## src/clock_source_pkg.sv

```systemverilog
// constants for the cpu clock source control block
// assumes a 100 MHz core clock and a 4-bit cpu i/o bus with 16-bit addresses
package clock_source_pkg;

	// i/o address of the oscillator clock control register
	localparam logic [15:0] OSC_CTL_ADDR      = 16'hFF00;
	// field positions inside the control register
	localparam int          CPU_SEL_BIT       = 3;
	localparam int          FAST_EN_BIT       = 2;
	// reset value: slow source selected, fast oscillator off
	localparam logic [3:0]  OSC_CTL_RESET     = 4'h0;
	// read value of the unused low bits
	localparam logic [1:0]  UNUSED_READ       = 2'h0;

	// core clock period
	localparam int          CORE_PERIOD_NS    = 10;
	// oscillator rates
	localparam int          SLOW_OSC_HZ       = 32768;
	localparam int          FAST_OSC_MAX_HZ   = 4200000;
	localparam int          FAST_OSC_CR_MAX_HZ = 2000000;
	// shortest fast oscillator start-up time, in ms
	localparam int          FAST_STABLE_MS    = 1;
	// least time rounds up to whole core cycles
	localparam int          FAST_STABLE_CYCLES = (FAST_STABLE_MS * 1000000 + CORE_PERIOD_NS - 1) / CORE_PERIOD_NS;

	// cpu clock source
	typedef enum logic {
		SRC_SLOW = 1'b0,
		SRC_FAST = 1'b1
	} clk_src_t;

endpackage

```

## src/cpu_clock_source_control.sv

```systemverilog
// cpu clock source control: control register, oscillator gating, clock mux
// assumes the cpu bus is synchronous to CORE_CLK; oscillator outputs arrive as pins
//
// Notes on behaviour
// reset selects the slow source, select bit cleared
// enable bit 2 runs or stops fast oscillator
// select bit 3 picks fast or slow clock
// slow 32.768 kHz, fast up to 4.2/2 MHz
// fast oscillator stops on sleep or enable 0
// sleep stops both oscillators
// slow clock keeps feeding timers while fast runs
// software selects slow clock before sleeping
// software waits for fast start-up before selecting
// software clears select and enable separately
// fast oscillator may stop right after return
// software keeps fast oscillator off when unused
// bits 1 and 0 read zero, ignore writes
// standby resumes with the same clock configuration
// slow-only systems leave bits at reset
// glitch-free switch, only onto a stable oscillator; code drops to slow at once when fast stops
`timescale 1ns/1ns

module cpu_clock_source_control #(
	parameter int STABLE_CYCLES = clock_source_pkg::FAST_STABLE_CYCLES, // fast start-up wait
	parameter int STABLE_W      = 20                                     // start-up counter width
) (
	input  wire logic        CORE_CLK,
	input  wire logic        RST,
	input  wire logic [15:0] IO_ADDR,
	input  wire logic        IO_WR,
	input  wire logic        IO_RD,
	input  wire logic [3:0]  IO_WDATA,
	output      logic [3:0]  IO_RDATA,
	input  wire logic        SLEEP_EXEC,
	input  wire logic        WAKE_EVENT,
	input  wire logic        SLOW_OSC_IN,
	input  wire logic        FAST_OSC_IN,
	output      logic        SLOW_OSC_EN,
	output      logic        FAST_OSC_EN,
	output      logic        FAST_OSC_READY,
	output      logic        CPU_ON_FAST,
	output      logic        CPU_CLK,
	output      logic        TIMER_CLK
);

	// i/o address decode, used by read and write paths
	function automatic logic hits_ctl(input logic [15:0] addr);
		hits_ctl = (addr == clock_source_pkg::OSC_CTL_ADDR);
	endfunction

	// stored control bits
	logic                       cpu_sel_reg;     // cpu clock select
	logic                       fast_en_reg;     // fast oscillator enable
	logic                       sleep_reg;       // cpu in sleep
	logic [STABLE_W-1:0]        stable_cnt_reg;  // fast start-up counter
	logic                       stable_reg;      // fast oscillator settled
	clock_source_pkg::clk_src_t src_reg;         // source now driving the cpu
	clock_source_pkg::clk_src_t src_next;        // source for next cycle

	// pin synchronisers, three stages each
	logic [2:0]                 slow_sync_reg;   // slow oscillator samples
	logic [2:0]                 fast_sync_reg;   // fast oscillator samples
	logic                       slow_lvl_reg;    // filtered slow level
	logic                       fast_lvl_reg;    // filtered fast level

	// decode wires
	wire                        wr_hit     = IO_WR && hits_ctl(IO_ADDR);
	wire                        rd_hit     = IO_RD && hits_ctl(IO_ADDR);
	wire                        sleep_next = (sleep_reg || SLEEP_EXEC) && !WAKE_EVENT;
	wire                        fast_run   = fast_en_reg && !sleep_reg;
	wire [STABLE_W-1:0]         stable_max = STABLE_W'(STABLE_CYCLES);
	wire                        want_fast  = cpu_sel_reg && fast_run && stable_reg;
	wire                        both_low   = !slow_lvl_reg && !fast_lvl_reg;
	wire [3:0]                  ctl_view   = {cpu_sel_reg, fast_en_reg, clock_source_pkg::UNUSED_READ};
	wire                        src_clk    = (src_reg == clock_source_pkg::SRC_FAST) ? fast_lvl_reg : slow_lvl_reg;

	// control register; sleep leaves it untouched
	always_ff @(posedge CORE_CLK or posedge RST) begin
		if (RST) begin
			cpu_sel_reg <= clock_source_pkg::OSC_CTL_RESET[clock_source_pkg::CPU_SEL_BIT];
			fast_en_reg <= clock_source_pkg::OSC_CTL_RESET[clock_source_pkg::FAST_EN_BIT];
		end else if (wr_hit) begin
			// low bits are not stored
			cpu_sel_reg <= IO_WDATA[clock_source_pkg::CPU_SEL_BIT];
			fast_en_reg <= IO_WDATA[clock_source_pkg::FAST_EN_BIT];
		end
	end

	// read data, low bits always zero
	always_ff @(posedge CORE_CLK or posedge RST) begin
		if (RST) begin
			IO_RDATA <= 4'h0;
		end else begin
			IO_RDATA <= rd_hit ? ctl_view : 4'h0;
		end
	end

	// sleep state, held from sleep instruction until wake
	always_ff @(posedge CORE_CLK or posedge RST) begin
		if (RST) begin
			sleep_reg <= 1'b0;
		end else begin
			sleep_reg <= sleep_next;
		end
	end

	// fast enable follows its bit, slow enable stays on outside sleep, both drop in sleep
	always_ff @(posedge CORE_CLK or posedge RST) begin
		if (RST) begin
			SLOW_OSC_EN <= 1'b0;
			FAST_OSC_EN <= 1'b0;
		end else begin
			SLOW_OSC_EN <= !sleep_reg;
			FAST_OSC_EN <= fast_run;
		end
	end

	// start-up counter restarts whenever the fast oscillator stops
	always_ff @(posedge CORE_CLK or posedge RST) begin
		if (RST) begin
			stable_cnt_reg <= '0;
			stable_reg     <= 1'b0;
		end else if (!fast_run) begin
			stable_cnt_reg <= '0;
			stable_reg     <= 1'b0;
		end else if (stable_cnt_reg >= stable_max) begin
			stable_reg     <= 1'b1;
		end else begin
			stable_cnt_reg <= stable_cnt_reg + 1'b1;
		end
	end

	// oscillator pin synchronisers; first stage feeds only the second
	always_ff @(posedge CORE_CLK or posedge RST) begin
		if (RST) begin
			slow_sync_reg <= 3'h0;
			fast_sync_reg <= 3'h0;
		end else begin
			slow_sync_reg <= {slow_sync_reg[1:0], SLOW_OSC_IN};
			fast_sync_reg <= {fast_sync_reg[1:0], FAST_OSC_IN};
		end
	end

	// a level counts once stages two and three agree
	always_ff @(posedge CORE_CLK or posedge RST) begin
		if (RST) begin
			slow_lvl_reg <= 1'b0;
			fast_lvl_reg <= 1'b0;
		end else begin
			if (slow_sync_reg[1] == slow_sync_reg[2]) begin
				slow_lvl_reg <= slow_sync_reg[2];
			end
			if (fast_sync_reg[1] == fast_sync_reg[2]) begin
				fast_lvl_reg <= fast_sync_reg[2];
			end
		end
	end

	// source choice: change only when both clocks are low, so no runt pulse, except back to slow at once when the fast oscillator stops
	always_comb begin
		src_next = src_reg;
		if (want_fast && src_reg == clock_source_pkg::SRC_SLOW && both_low) begin
			src_next = clock_source_pkg::SRC_FAST;
		end else if (!want_fast && src_reg == clock_source_pkg::SRC_FAST) begin
			// a stopped fast oscillator cannot be waited on
			if (both_low || !fast_run) begin
				src_next = clock_source_pkg::SRC_SLOW;
			end
		end
	end

	// source register
	always_ff @(posedge CORE_CLK or posedge RST) begin
		if (RST) begin
			src_reg <= clock_source_pkg::SRC_SLOW;
		end else begin
			src_reg <= src_next;
		end
	end

	// clock outputs and status
	always_ff @(posedge CORE_CLK or posedge RST) begin
		if (RST) begin
			CPU_CLK        <= 1'b0;
			TIMER_CLK      <= 1'b0;
			CPU_ON_FAST    <= 1'b0;
			FAST_OSC_READY <= 1'b0;
		end else begin
			// cpu clock held low in sleep
			CPU_CLK        <= src_clk && !sleep_reg;
			// timers run from the slow oscillator whatever the cpu source, held low in sleep
			TIMER_CLK      <= slow_lvl_reg && !sleep_reg;
			CPU_ON_FAST    <= (src_reg == clock_source_pkg::SRC_FAST);
			FAST_OSC_READY <= stable_reg;
		end
	end

	// assertions, grouped together after the logic they guard

	// control bits are clear straight after reset
	property p_reset_slow;
		@(posedge CORE_CLK) $fell(RST) |-> (!cpu_sel_reg && !fast_en_reg && src_reg == clock_source_pkg::SRC_SLOW);
	endproperty
	a_reset_slow: assert property (p_reset_slow) else $error("reset did not select slow source");

	// enable write reaches the oscillator two edges later
	property p_fast_en_write;
		@(posedge CORE_CLK) disable iff (RST)
		(wr_hit && !sleep_reg && !SLEEP_EXEC) |-> ##2 (FAST_OSC_EN == $past(IO_WDATA[2], 2));
	endproperty
	a_fast_en_write: assert property (p_fast_en_write) else $error("fast enable did not follow write");

	// select write is stored
	property p_sel_write;
		@(posedge CORE_CLK) disable iff (RST)
		wr_hit |=> (cpu_sel_reg == $past(IO_WDATA[3]));
	endproperty
	a_sel_write: assert property (p_sel_write) else $error("select bit did not follow write");

	// fast oscillator off when enable is clear
	property p_fast_stop;
		@(posedge CORE_CLK) disable iff (RST)
		!fast_en_reg |=> !FAST_OSC_EN;
	endproperty
	a_fast_stop: assert property (p_fast_stop) else $error("fast oscillator ran while disabled");

	// both oscillators off through sleep
	property p_sleep_stop;
		@(posedge CORE_CLK) disable iff (RST)
		sleep_reg |=> (!SLOW_OSC_EN && !FAST_OSC_EN && !CPU_CLK);
	endproperty
	a_sleep_stop: assert property (p_sleep_stop) else $error("oscillator ran during sleep");

	// timer clock follows slow level while the cpu is on the fast source
	property p_timer_clk;
		@(posedge CORE_CLK) disable iff (RST)
		(!sleep_reg && src_reg == clock_source_pkg::SRC_FAST) |=> (TIMER_CLK == $past(slow_lvl_reg));
	endproperty
	a_timer_clk: assert property (p_timer_clk) else $error("timer clock lost while on fast source");

	// disabling after return to slow reaches the oscillator two edges later
	property p_quick_disable;
		@(posedge CORE_CLK) disable iff (RST)
		(wr_hit && !IO_WDATA[2] && src_reg == clock_source_pkg::SRC_SLOW) |-> ##2 !FAST_OSC_EN;
	endproperty
	a_quick_disable: assert property (p_quick_disable) else $error("fast disable was delayed");

	// unused bits read zero
	property p_unused_zero;
		@(posedge CORE_CLK) disable iff (RST)
		rd_hit |=> (IO_RDATA[1:0] == 2'h0 && IO_RDATA[3] == $past(cpu_sel_reg));
	endproperty
	a_unused_zero: assert property (p_unused_zero) else $error("read data wrong");

	// sleep keeps the configuration
	property p_sleep_keep;
		@(posedge CORE_CLK) disable iff (RST)
		(sleep_reg && !wr_hit) |=> ($stable(cpu_sel_reg) && $stable(fast_en_reg));
	endproperty
	a_sleep_keep: assert property (p_sleep_keep) else $error("sleep changed configuration");

	// switch onto fast only when settled and both clocks low
	property p_switch_safe;
		@(posedge CORE_CLK) disable iff (RST)
		$rose(src_reg) |-> ($past(stable_reg) && !$past(slow_lvl_reg) && !$past(fast_lvl_reg));
	endproperty
	a_switch_safe: assert property (p_switch_safe) else $error("unsafe switch to fast source");

	// select written before start-up is over keeps the slow source
	property p_early_select;
		@(posedge CORE_CLK) disable iff (RST)
		(cpu_sel_reg && !stable_reg && src_reg == clock_source_pkg::SRC_SLOW) |=> (src_reg == clock_source_pkg::SRC_SLOW);
	endproperty
	a_early_select: assert property (p_early_select) else $error("switched onto unsettled fast source");

	// on the fast source the cpu clock copies the fast level
	property p_cpu_clk_fast;
		@(posedge CORE_CLK) disable iff (RST)
		(src_reg == clock_source_pkg::SRC_FAST && !sleep_reg) |=> (CPU_CLK == $past(fast_lvl_reg));
	endproperty
	a_cpu_clk_fast: assert property (p_cpu_clk_fast) else $error("cpu clock not from fast source");

	// no read hit leaves the read data at zero
	property p_rdata_idle;
		@(posedge CORE_CLK) disable iff (RST)
		!rd_hit |=> (IO_RDATA == 4'h0);
	endproperty
	a_rdata_idle: assert property (p_rdata_idle) else $error("read data without read hit");

	// wake leaves sleep at the next edge
	property p_wake_wins;
		@(posedge CORE_CLK) disable iff (RST)
		WAKE_EVENT |=> !sleep_reg;
	endproperty
	a_wake_wins: assert property (p_wake_wins) else $error("wake did not end sleep");

	// main scenarios
	c_to_fast:   cover property (@(posedge CORE_CLK) disable iff (RST) $rose(src_reg));
	c_to_slow:   cover property (@(posedge CORE_CLK) disable iff (RST) $fell(src_reg));
	c_sleep_out: cover property (@(posedge CORE_CLK) disable iff (RST) sleep_reg ##1 !sleep_reg);
	c_sleep_in:  cover property (@(posedge CORE_CLK) disable iff (RST) $rose(sleep_reg));
	c_early_sel: cover property (@(posedge CORE_CLK) disable iff (RST) cpu_sel_reg && fast_run && !stable_reg);

endmodule

```

## config.mk

```make
export PLATFORM = sky130hd
export DESIGN_NAME = cpu_clock_source_control
export DESIGN_NICKNAME = d
export VERILOG_FILES = /design/src/clock_source_pkg.sv /design/src/cpu_clock_source_control.sv
export SDC_FILE = /design/constraint.sdc
export NUM_CORES = 1
export LEC_CHECK = 0
export ABC_CLOCK_PERIOD_IN_PS = 5500
export BUFFER_PORTS_ARGS = -buffer_cell sky130_fd_sc_hd__buf_4
export CELL_PAD_IN_SITES_DETAIL_PLACEMENT = 2
export CELL_PAD_IN_SITES_GLOBAL_PLACEMENT = 2
export CORE_ASPECT_RATIO = 0.6
export CORE_MARGIN = 8
export CORE_UTILIZATION = 36
export DETAILED_ROUTE_END_ITERATION = 7
export GPL_TIMING_DRIVEN = 1
export PLACE_DENSITY_LB_ADDON = 0.1
export SYNTH_ARGS = -nofsm -noshare
export SYNTH_HDL_FRONTEND = slang
export SYNTH_SLANG_ARGS = --single-unit
```

## constraint.sdc

```tcl
create_clock -name CORE_CLK -period 5.5 [get_ports CORE_CLK]
set_clock_uncertainty 0.2 [all_clocks]
set_input_delay 1.1 -clock CORE_CLK [delete_from_list [all_inputs] [get_ports CORE_CLK]]
set_output_delay 1.1 -clock CORE_CLK [all_outputs]
set_load 0.01 [all_outputs]
```

* Yosys cells after proc, flatten, opt, wreduce, memory -nomap -nowiden *
Cells that the tools add are included.

word-level totals
  register bits = 43
  bits of input ports = 28
  output and inout bits = 10
  logic and storage cells = 57

operators by class
  $add $sub $neg = 1
  $lt $le $gt $ge = 1
  equal/unequal tests = 5
  multiplexer cells = 9
  bitwise logic cells = 1
  reduce and logical (&&, ||, !) cells = 23

operators by type and width
  operator                                                                 number
  20-bit two-way mux                                                       2
  20-bit by 1-bit adder with 20-bit output, second input constant          1
  20-bit by 17-bit >= comparator with 1-bit output, second input constant  1
  16-bit == test, second input constant                                    1
  1-bit logical AND                                                        12
  1-bit zero test                                                          6
  1-bit two-way mux                                                        6
  4-bit two-way mux                                                        1
  2-bit nonzero test                                                       2
  1-bit == test                                                            2
  1-bit logical OR                                                         2
  2-bit by 1-bit inequality test with 1-bit output, second input constant  1
  2-bit inequality test, second input constant                             1
  2-bit AND reduction                                                      1
  1-bit inverter                                                           1

* Logic depth before layout (Yosys ltp) *
Gate-level depths: netlist of run 1.

  word-level depth = 8
  gate-level depth with buffers = 7
  gate-level depth less buffers = 6

* Least setup slack after synthesis of run 1 *
No wires, ideal clock.

  path type = input-to-reg
  start point = input port IO_ADDR[2]
  end point = register cpu_sel_reg
  data arrival time = 2.051 ns
  setup slack = 3.124 ns
  cell stages on the path = 5
  path through = nor4b_1 > nand2_1 > nor3_1 > nand2_1 > mux2_2

on the way
  longest elaborated chain between the ends = 2

ends and longest elaborated chain
  item                    RTL line                        RTL
  start: declaration      cpu_clock_source_control.sv:29  input wire logic [15:0] IO_ADDR,
  16-bit == test          cpu_clock_source_control.sv:48  hits_ctl = (addr == clock_source_pkg::OSC_CTL_ADDR);
  1-bit logical AND       cpu_clock_source_control.sv:67  wire wr_hit = IO_WR && hits_ctl(IO_ADDR);
  end signal: assignment  cpu_clock_source_control.sv:80  cpu_sel_reg <= clock_source_pkg::OSC_CTL_RESET[clock_source_pkg::CPU_SEL_BIT];
  end signal: assignment  cpu_clock_source_control.sv:84  cpu_sel_reg <= IO_WDATA[clock_source_pkg::CPU_SEL_BIT];
  end: declaration        cpu_clock_source_control.sv:52  logic cpu_sel_reg;

Every way passes these cells.
A chain may end at the register's enable or synchronous reset.

* Worst setup path in the final report of run 1 *
Same ends and word-level chain as after synthesis.

==> key figures, run 1 <==
Setup path
  • CP endpoint: cpu_sel_reg
  • Req. time, crit path: 5.48 ns
  • Crit Reg-Reg Startpoint: stable_cnt_reg[19]
  • R2R setup slack: 3.13 ns
  • Setup crit start: IO_ADDR[2]
  • Crit-path max FO: 3
  • R2R Path End: stable_cnt_reg[14]
  • Worst Setup Path Type: input pin to flip-flop
  • Critical Path Sink Type: flip-flop
  • Critical Path Source Type: input pin
  • WP data arrival: 2.36 ns
  • Path depth of the worst reg2reg path: 5

Clock tree
  • CTS tree: built
  • Number of buffers created by CTS: 5
  • CTS Sinks: 41
  • Clock root buffer: clkbuf_8
  • Worst-Skew Late Latency: 0.30 ns
  • Hold bufs inserted after CTS: 0
  • H-tree depth: 2
  • Number of gates resized after CTS: 0
  • Max Root-Sink Buffers: 2
  • Worst-path clk slew: 0.09 ns
  • Setup Buffers After CTS: 0

Yosys
  • Synth warnings: 0
  • FF+latch count, synth: 41
  • Synth unique cells: 36
  • Post-synth EDFFs: 0
  • Mean post-synth cell area: 10.86 um2
  • Asr flop ratio synth: 1.000
  • Ys flop type: dfrtp_1
  • Cell Area, Synth: 0.001782 mm2
  • Synth Instances: 164
  • Register area share after synthesis: 0.5758

Place
  • Pre-CTS setup slack: 2.767 ns
  • RePlAce Congestion: 0.7795
  • HPWL after DPL: 3.681 mm
  • IO buf count: 33

Pwr
  • Static Leak: 0.9853 nW
  • Total power: 547.5 uW
  • Peak supply drop: 0.1147 mV
  • Pwr/cell area: 251.0 mW/mm2

STA
  • Final slew viol count: 0
  • Setup TNS: 0 ns
  • Setup WS post-layout: 3.125 ns
  • Min Clock Period, post-route: 2.375 ns
  • Max-Slew Margin vs Limit: 0.4978
  • Endpoints failing hold: 0
  • Setup violators final: 0
  • FMAX: 421.1 MHz
  • Worst Tran Pin Value: 0.7511 ns
  • RSZ-0062 raised after global routing: false
  • Fin crit share: 0.4318

GRT
  • GRT Resource Usage Total: 0.1403
  • Grt ovf: 0
  • Largest net degree at the start of global routing: 42
  • Global-route wire length before repair: 8.259 mm
  • Initial antenna violation count: 0
  • Vias in the first global route: 1494

Cells and area
  • Share of cells above drive strength 1: 0.2637
  • Leading cell type in the layout, fill and taps excluded: dfrtp_1
  • Fillers: 508
  • Fin nets: 230
  • Diode count: 0
  • Layout area overhead: 22.40%
  • Largest register FFs: 20
  • Commonest cells after routing, fill and taps aside: dfrtp_1 (41), buf_4 (34), nor2_1 (21), nand2_1 (14), xnor2_1 (11)

Routing
  • Drt pass-1 iters: 4
  • Via density: 5.140
  • Final WL: 4.848 mm
  • ANT nets after route: 0
  • DR vias: 1357
  • DRC: 0
  • DR iter-0 viols: 43
  • WL/cell: 18.36 um

Floorplan
  • Initial core utilization: 0.3824
  • Row count: 19
  • Die Wd: 106.8 um
  • Height of the die: 70.50 um
  • Core Region: 0.004659 mm2
  • Die ar.: 0.007530 mm2
  • I/O Pins: 38

Hold path
  • Hold_sp: slow_sync_reg[0]
  • Worst min-delay path category: flip-flop to flip-flop

Job
  • Max-Cap Viols: 0

Outcome
  • Status: completed
area by class of cell:
type                       count  area [um2]  share of cell area
tap                           63       78.83             0.03614
sequential                    41        1026              0.4705
clock buffer                   5       68.82             0.03155
inverter                      10       37.54             0.01721
timing repair buffer          34       255.2              0.1170
multi-input combinational    108       689.4              0.3161
clock inverter                 3       25.02             0.01147
cell usage after synthesis (all sizes together) (3+ instances only):
cell type | instances | area [um2]
and3 | 5 | 31.28
a21boi | 3 | 22.52
nor3 | 4 | 20.02
inv | 9 | 33.78
nor2 | 21 | 78.83
a21oi | 9 | 45.04
nand3 | 5 | 25.02
nand2 | 14 | 52.55
buf | 4 | 25.02
nand4 | 5 | 31.28
a211oi | 3 | 37.54
xnor2 | 11 | 96.34
dfrtp | 41 | 1026
and2 | 3 | 18.77
power by group:
group	internal (mW)	switching, mW
sequential	0.307	0.00397
clock	0.0916	0.115
combinational	0.0167	0.0134
worst max-delay path, cell delays in order:
cell     delay [ns]
buf_4          0.11
nor4b_1        0.30
nand2_1        0.09
nor3_1         0.32
nand2_1        0.14
mux2_2         0.29
worst min path at each step:
stage	to	depth (start not counted)
floorplan	fast_sync_reg[1]	0
global placement	slow_sync_reg[1]	0
detailed placement	fast_sync_reg[1]	0
CTS	slow_sync_reg[1]	0
global route	fast_sync_reg[1]	0
finish	slow_sync_reg[1]	0
metrics by stage:
stage / std cells / instance area [um2] / utilization / hold WS [ns]
floorplan: 165 / 1785 / - / 0.1312
global placement: 256 / 2087 / 0.4479 / 0.1337
detailed placement: 256 / 2087 / 0.4479 / 0.1355
CTS: 264 / 2181 / 0.4680 / 0.1634
global route: 264 / 2181 / 0.4680 / 0.1763
finish: 264 / 2181 / 0.4680 / 0.1589
routing by layer:
metal  wire (um)  vias to the layer above  track usage
met5           0                        -            0
met4          61                        0      0.04651
met3         237                        8      0.04121
met2        2111                       39       0.2093
met1        2437                      680       0.1882
li1            -                      630            -
logic make-up after synthesis:
family / after synthesis / synth area share
other cells: 1 / 0.002105
fa+ha+maj: 4 / 0.02528
xor+xnor: 11 / 0.05407
flops: 41 / 0.5758
mux: 3 / 0.01826
simple gates: 63 / 0.1721
buf+inv: 16 / 0.03932
compound gates: 25 / 0.1131
No activity file was read; power rests on OpenSTA's default activity.
==> run 2, diff against run 1 <==
ABC_CLOCK_PERIOD_IN_PS = 2200   (was 5500)
CORE_UTILIZATION = 34   (was 36)
clock period = 2.2 ns   (was 5.5 ns; I/O delays follow)
==> key figures, run 2 (synthesis results as in run 1) <==
Outcome
  • Status: completed

Setup path
  • Critical Path Source Type: flip-flop
  • Req. time, crit path: 2.19 ns (-3.29 ns)
  • Critical Path Sink Type: flip-flop
  • Worst Setup Path Type: flip-flop to flip-flop
  • WP data arrival: 2.07 ns (-0.29 ns)
  • Crit-path max FO: 7 (+4)

Routing
  • Via density: 4.989 (-2.9%)
  • WL/cell: 17.66 um (-3.8%)
  • Drt pass-1 iters: 4 (unchanged)
  • DRC: 0 (unchanged)
  • Final WL: 4.944 mm (+2.0%)
  • DR vias: 1397 (+2.9%)
  • ANT nets after route: 0 (unchanged)
  • DR iter-0 viols: 41 (-4.7%)

Pwr
  • Sw power: 313.5 uW (+140%)
  • Pwr/cell area: 640.5 mW/mm2 (+160%)
  • Clock network power share: 0.429 (+0.052)
  • Peak supply drop: 0.4450 mV (+290%)
  • Fraction of power consumed by sequential logic: 0.521 (-0.047)
  • Gate power share: 0.050 (-0.005)
  • Pint: 1.179 mW (+180%)
  • Static Leak: 1.060 nW (+7.6%)
  • Switching part of the total: 0.2101 (-0.03095)

STA
  • Worst Tran Pin Value: 0.5357 ns (-0.2155 ns)
  • Endpoints failing hold: 0 (unchanged)
  • Min Clock Period, post-route: 2.086 ns
  • Setup violators final: 0 (unchanged)
  • Setup TNS: 0 ns (unchanged)
  • RSZ-0062 raised after global routing: false
  • Final slew viol count: 0 (unchanged)
  • Max-Slew Margin vs Limit: 0.6401 (+0.1424)
  • Setup WS post-layout: 0.1139 ns (-3.011 ns)
  • FMAX: 479.4 MHz
  • Fin crit share: 0.9482

Clock tree
  • Number of buffers created by CTS: 5 (unchanged)
  • Clock root buffer: clkbuf_8
  • CTS Sinks: 41 (unchanged)
  • Worst-Skew Late Latency: 0.30 ns (about the same)
  • Setup Buffers After CTS: 0 (unchanged)
  • CTS tree: built
  • H-tree depth: 2 (unchanged)
  • Worst-path clk slew: 0.09 ns (about the same)
  • Max Root-Sink Buffers: 2 (unchanged)

GRT
  • Grt ovf: 0 (unchanged)
  • GRT Resource Usage Total: 0.1365 (-0.003813)
  • Vias in the first global route: 1567 (+4.9%)
  • Largest net degree at the start of global routing: 42 (unchanged)
  • Global-route wire length before repair: 8.259 mm (unchanged)
  • Initial antenna violation count: 0 (unchanged)

Place
  • RePlAce Congestion: 0.8345 (+7.1%)
  • IO buf count: 33 (unchanged)
  • Dpl cell area: 0.002188 mm2 (+4.9%)
  • Pre-CTS setup slack: 0.1205 ns (-2.647 ns)
  • HPWL after DPL: 3.711 mm (+0.82%)

Cells and area
  • Leading cell type in the layout, fill and taps excluded: buf_4
  • Largest register FFs: 20 (unchanged)
  • Commonest cells after routing, fill and taps aside: buf_4 (47), dfrtp_1 (41), nor2_1 (21), nand2_1 (14), xnor2_1 (11)
  • Share of cells above drive strength 1: 0.3084 (+0.04473)
  • Diode count: 0 (unchanged)
  • Layout area overhead: 30.76%
  • Fin nets: 243 (+5.7%)
  • Post-route cell area: 0.002330 mm2 (+6.8%)

Floorplan
  • Core Region: 0.005055 mm2 (+8.5%)
  • Die ar.: 0.007889 mm2 (+4.8%)
  • Initial core utilization: 0.3525 (-0.02991)
  • Row count: 20 (+1)
  • Die Wd: 109.5 um (+2.5%)
  • Height of the die: 72.08 um (+2.2%)
  • I/O Pins: 38 (unchanged)

Job
  • Max-Cap Viols: 0 (unchanged)

Hold path
  • Worst min-delay path category: input pin to flip-flop
## run 2: power groups by stage
| stage | registers, mW | clock network, mW | logic, mW |
|---|---|---|---|
| final | 0.777 | 0.640 | 0.0746 |
| after CTS | 0.778 | 0.656 | 0.0770 |
| after detailed placement | 0.793 | 0 | 0.0773 |
| after floorplan | 0.793 | 0 | 0.0252 |
| after global placement | 0.792 | 0 | 0.0725 |
| after global routing | 0.780 | 0.686 | 0.0826 |
## run 2: what timing repair did
| action | CTS | global route |
|---|---|---|
| hold buffers | 0 | 0 |
| setup endpoints to repair | 0 | 2 |
| resized for setup | 0 | 2 |
## run 2: per-layer routing
metal	track usage	routed length [um]	share of wire
met5	0	0	0
met4	0.04911	65	0.013
met3	0.03714	237	0.048
met2	0.2104	2275	0.46
met1	0.1792	2365	0.48
## run 2: area by class of cell
class | count | area, um2
Clock buffer | 6 | 82.58
Clock inverter | 2 | 37.54
Fill cell | 530 | 2725
Inverter | 10 | 37.54
Multi-Input combinational cell | 108 | 710.7
Sequential cell | 41 | 1026
Tap cell | 66 | 82.58
Timing Repair Buffer | 47 | 352.8
## run 2: final timing paths
check	startpoint	to	slack, ns	cells past startpoint
hold / removal	FAST_OSC_IN	fast_sync_reg[0]	0.05	1
setup / recovery	stable_cnt_reg[8]	stable_cnt_reg[13]	0.11	6
max in group asynchronous	RST	stable_cnt_reg[13]	1.33	3
min in group asynchronous	RST	stable_cnt_reg[16]	0.11	3
hold reg to reg	slow_sync_reg[0]	slow_sync_reg[1]	0.16	0
setup reg to reg	stable_cnt_reg[8]	stable_cnt_reg[13]	0.11	6
## run 2: through the flow
| step | std cells | hold slack, ns | utilization | total power, mW |
|---|---|---|---|---|
| after floorplan | 165 | 0.1312 | - | 0.8180 |
| after global placement | 272 | 0.1408 | 0.4329 | 0.8643 |
| after detailed placement | 272 | 0.1365 | 0.4329 | 0.8703 |
| after CTS | 280 | 0.04120 | 0.4567 | 1.511 |
| after global routing | 280 | 0.02701 | 0.4609 | 1.549 |
| final | 280 | 0.05122 | 0.4609 | 1.492 |
## run 2: worst max-delay path, cell delays in order, from the launching register on
cell and delay (ns):
dfrtp_1 0.46, nor3_1 0.43, o211ai_4 0.22, a21oi_1 0.22, buf_4 0.17, a21oi_1 0.07
a31o_2 0.21
==> run 3, diff against run 2 <==
CORE_UTILIZATION = 30   (was 34)
MAX_ROUTING_LAYER = met4   (was not set)
==> key figures, run 3 (synthesis results as in run 1) <==
Pwr
  • Switching part of the total: 0.2008 (-0.009267)
  • Gate power share: 0.046 (-0.004)
  • Fraction of power consumed by sequential logic: 0.493 (-0.028)
  • Total power: 1.578 mW (+5.7%)
  • Static Leak: 1.066 nW (+0.55%)
  • Peak supply drop: 0.2503 mV (-44%)
  • Pint: 1.261 mW (+7.0%)
  • Clock network power share: 0.460 (+0.031)
  • Pwr/cell area: 678.6 mW/mm2 (+5.9%)
  • Sw power: 316.8 uW (+1.1%)

GRT
  • Initial antenna violation count: 0 (unchanged)
  • Global-route wire length before repair: 8.142 mm (-1.4%)
  • Vias in the first global route: 1616 (+3.1%)
  • Grt ovf: 0 (unchanged)
  • Largest net degree at the start of global routing: 42 (unchanged)
  • GRT Resource Usage Total: 0.1252 (-0.01128)

Routing
  • DRC: 0 (unchanged)
  • WL/cell: 16.03 um (-9.2%)
  • Drt pass-1 iters: 4 (unchanged)
  • DR vias: 1376 (-1.5%)
  • Final WL: 4.680 mm (-5.3%)
  • ANT nets after route: 0 (unchanged)
  • Via density: 4.712 (-5.6%)
  • DR iter-0 viols: 21 (-49%)

Clock tree
  • Number of buffers created by CTS: 5 (unchanged)
  • Clock root buffer: clkbuf_8
  • CTS Sinks: 41 (unchanged)
  • Max Root-Sink Buffers: 2 (unchanged)
  • Setup Buffers After CTS: 0 (unchanged)
  • Worst-path clk slew: 0.08 ns (about the same)
  • H-tree depth: 2 (unchanged)
  • Number of gates resized after CTS: 0 (unchanged)
  • CTS tree: built
  • Worst-Skew Late Latency: 0.29 ns (about the same)
  • Hold bufs inserted after CTS: 0 (unchanged)

Place
  • RePlAce Congestion: 0.7485 (-10%)
  • IO buf count: 33 (unchanged)
  • HPWL after DPL: 3.501 mm (-5.7%)
  • Number of instances in the placed design: 284 (+4.4%)
  • Dpl cell area: 0.002191 mm2 (+0.11%)

STA
  • RSZ-0062 raised after global routing: false
  • Setup violators final: 0 (unchanged)
  • Max-Slew Margin vs Limit: 0.6460 (+0.005860)
  • Final slew viol count: 0 (unchanged)
  • Endpoints failing hold: 0 (unchanged)
  • Fin crit share: 0.9708 (+0.02255)
  • Worst Tran Pin Value: 0.5310 ns (-0.004669 ns)
  • Setup TNS: 0 ns (unchanged)
  • FMAX: 468.2 MHz (-2.3%)
  • Min Clock Period, post-route: 2.136 ns (+0.04962 ns)

Cells and area
  • Share of cells above drive strength 1: 0.3019 (-0.006524)
  • Utilization after layout: 0.4115 (-0.04937)
  • Fillers: 596 (+12%)
  • Fin nets: 241 (-0.82%)
  • Leading cell type in the layout, fill and taps excluded: buf_4
  • Cell Count, Final, Fillers Out: 292 (+4.3%)
  • Largest register FFs: 20 (unchanged)
  • Commonest cells after routing, fill and taps aside: buf_4 (45), dfrtp_1 (41), nor2_1 (21), nand2_1 (14), xnor2_1 (11)
  • Register area: 0.001026 mm2 (unchanged)
  • Diode count: 0 (unchanged)
  • Layout area overhead: 30.48%
  • Multi-input logic area: 689.4 um2 (-3.0%)
  • Post-route cell area: 0.002325 mm2 (-0.21%)

Setup path
  • Worst Setup Path Type: flip-flop to flip-flop
  • Delay-heaviest family, CP: compound AO/OA/AOI/OAI gates
  • Critical Path Sink Type: flip-flop
  • CP max stage cell: dfrtp_1
  • Crit-path max FO: 7 (unchanged)
  • Critical Path Source Type: flip-flop
  • Sum of buffers and inverters on the critical path: 1 (unchanged)
  • WP data arrival: 2.12 ns (+0.05 ns)
  • Req. time, crit path: 2.18 ns (about the same)
  • CP Cell Sequence: nor3_1, o211ai_2, buf_4, nand2_1, a31oi_1, a41o_1
  • Slowest stage delay, CP: 0.46 ns (about the same)

Floorplan
  • Height of the die: 75.70 um (+5.0%)
  • Die ar.: 0.008742 mm2 (+11%)
  • Row count: 21 (+5.0%)
  • I/O Pins: 38 (unchanged)
  • Die Wd: 115.5 um (+5.5%)
  • Core Region: 0.005649 mm2 (+12%)
  • Initial core utilization: 0.3154 (-0.03708)

Outcome
  • Status: completed

Hold path
  • Worst min-delay path category: input pin to flip-flop

Job
  • Max-Cap Viols: 0 (unchanged)
==> run 3: cell types whose count changed in the layout (fill, tap and decap cells not counted), sizes merged <==
cell      previous run  this run
clkinvlp             1         0
clkinv               1         2
clkbuf               6         5
bufinv               1         2
buf                 47        45
==> run 3: area by class of cell <==
| type | count | area share |
|---|---|---|
| timing repair buffer | 45 | 0.1453 |
| multi-input combinational | 108 | 0.2966 |
| inverter | 10 | 0.01615 |
| tap | 80 | 0.04306 |
| sequential | 41 | 0.4413 |
| clock inverter | 3 | 0.02799 |
| clock buffer | 5 | 0.02960 |
==> run 3: metal layers <==
layer / part of all wire / global-route usage / vias up
met5: 0 / - / -
met4: 0.0030 / 0.02601 / 0
met3: 0.029 / 0.03323 / 2
met2: 0.49 / 0.2122 / 12
met1: 0.48 / 0.1486 / 710
li1: - / - / 652
==> run 3: path summary, 6_finish.rpt <==
kind / cells after the start / to / slack, ns / from
min in group asynchronous: 3 / stable_cnt_reg[17] / 0.07 / RST
worst min register to register: 0 / fast_sync_reg[1] / 0.16 / fast_sync_reg[0]
worst max register to register: 6 / stable_cnt_reg[15] / 0.06 / stable_cnt_reg[8]
max in group asynchronous: 3 / src_reg / 1.35 / RST
worst max-delay path: 6 / stable_cnt_reg[15] / 0.06 / stable_cnt_reg[8]
worst min-delay path: 1 / fast_sync_reg[0] / 0.05 / FAST_OSC_IN
==> run 3: stage by stage <==
| step | setup slack (ns) | hold slack, ns |
|---|---|---|
| 6_report | 0.06433 | 0.05472 |
| 5_1_grt | 0.007419 | 0.03137 |
| 4_1_cts | 0.1048 | 0.04045 |
| 3_5_place_dp | 0.1413 | 0.1379 |
| 3_3_place_gp | 0.1343 | 0.1408 |
| 2_1_floorplan | 0.3854 | 0.1312 |
==> run 3: power by group through the flow <==
stage | Sequential [mW] | Clock, mW | Combinational [mW]
after floorplan | 0.793 | 0 | 0.0252
after global placement | 0.792 | 0 | 0.0728
after detailed placement | 0.794 | 0 | 0.0761
after CTS | 0.779 | 0.750 | 0.0763
after global routing | 0.781 | 0.777 | 0.0818
final | 0.778 | 0.726 | 0.0732
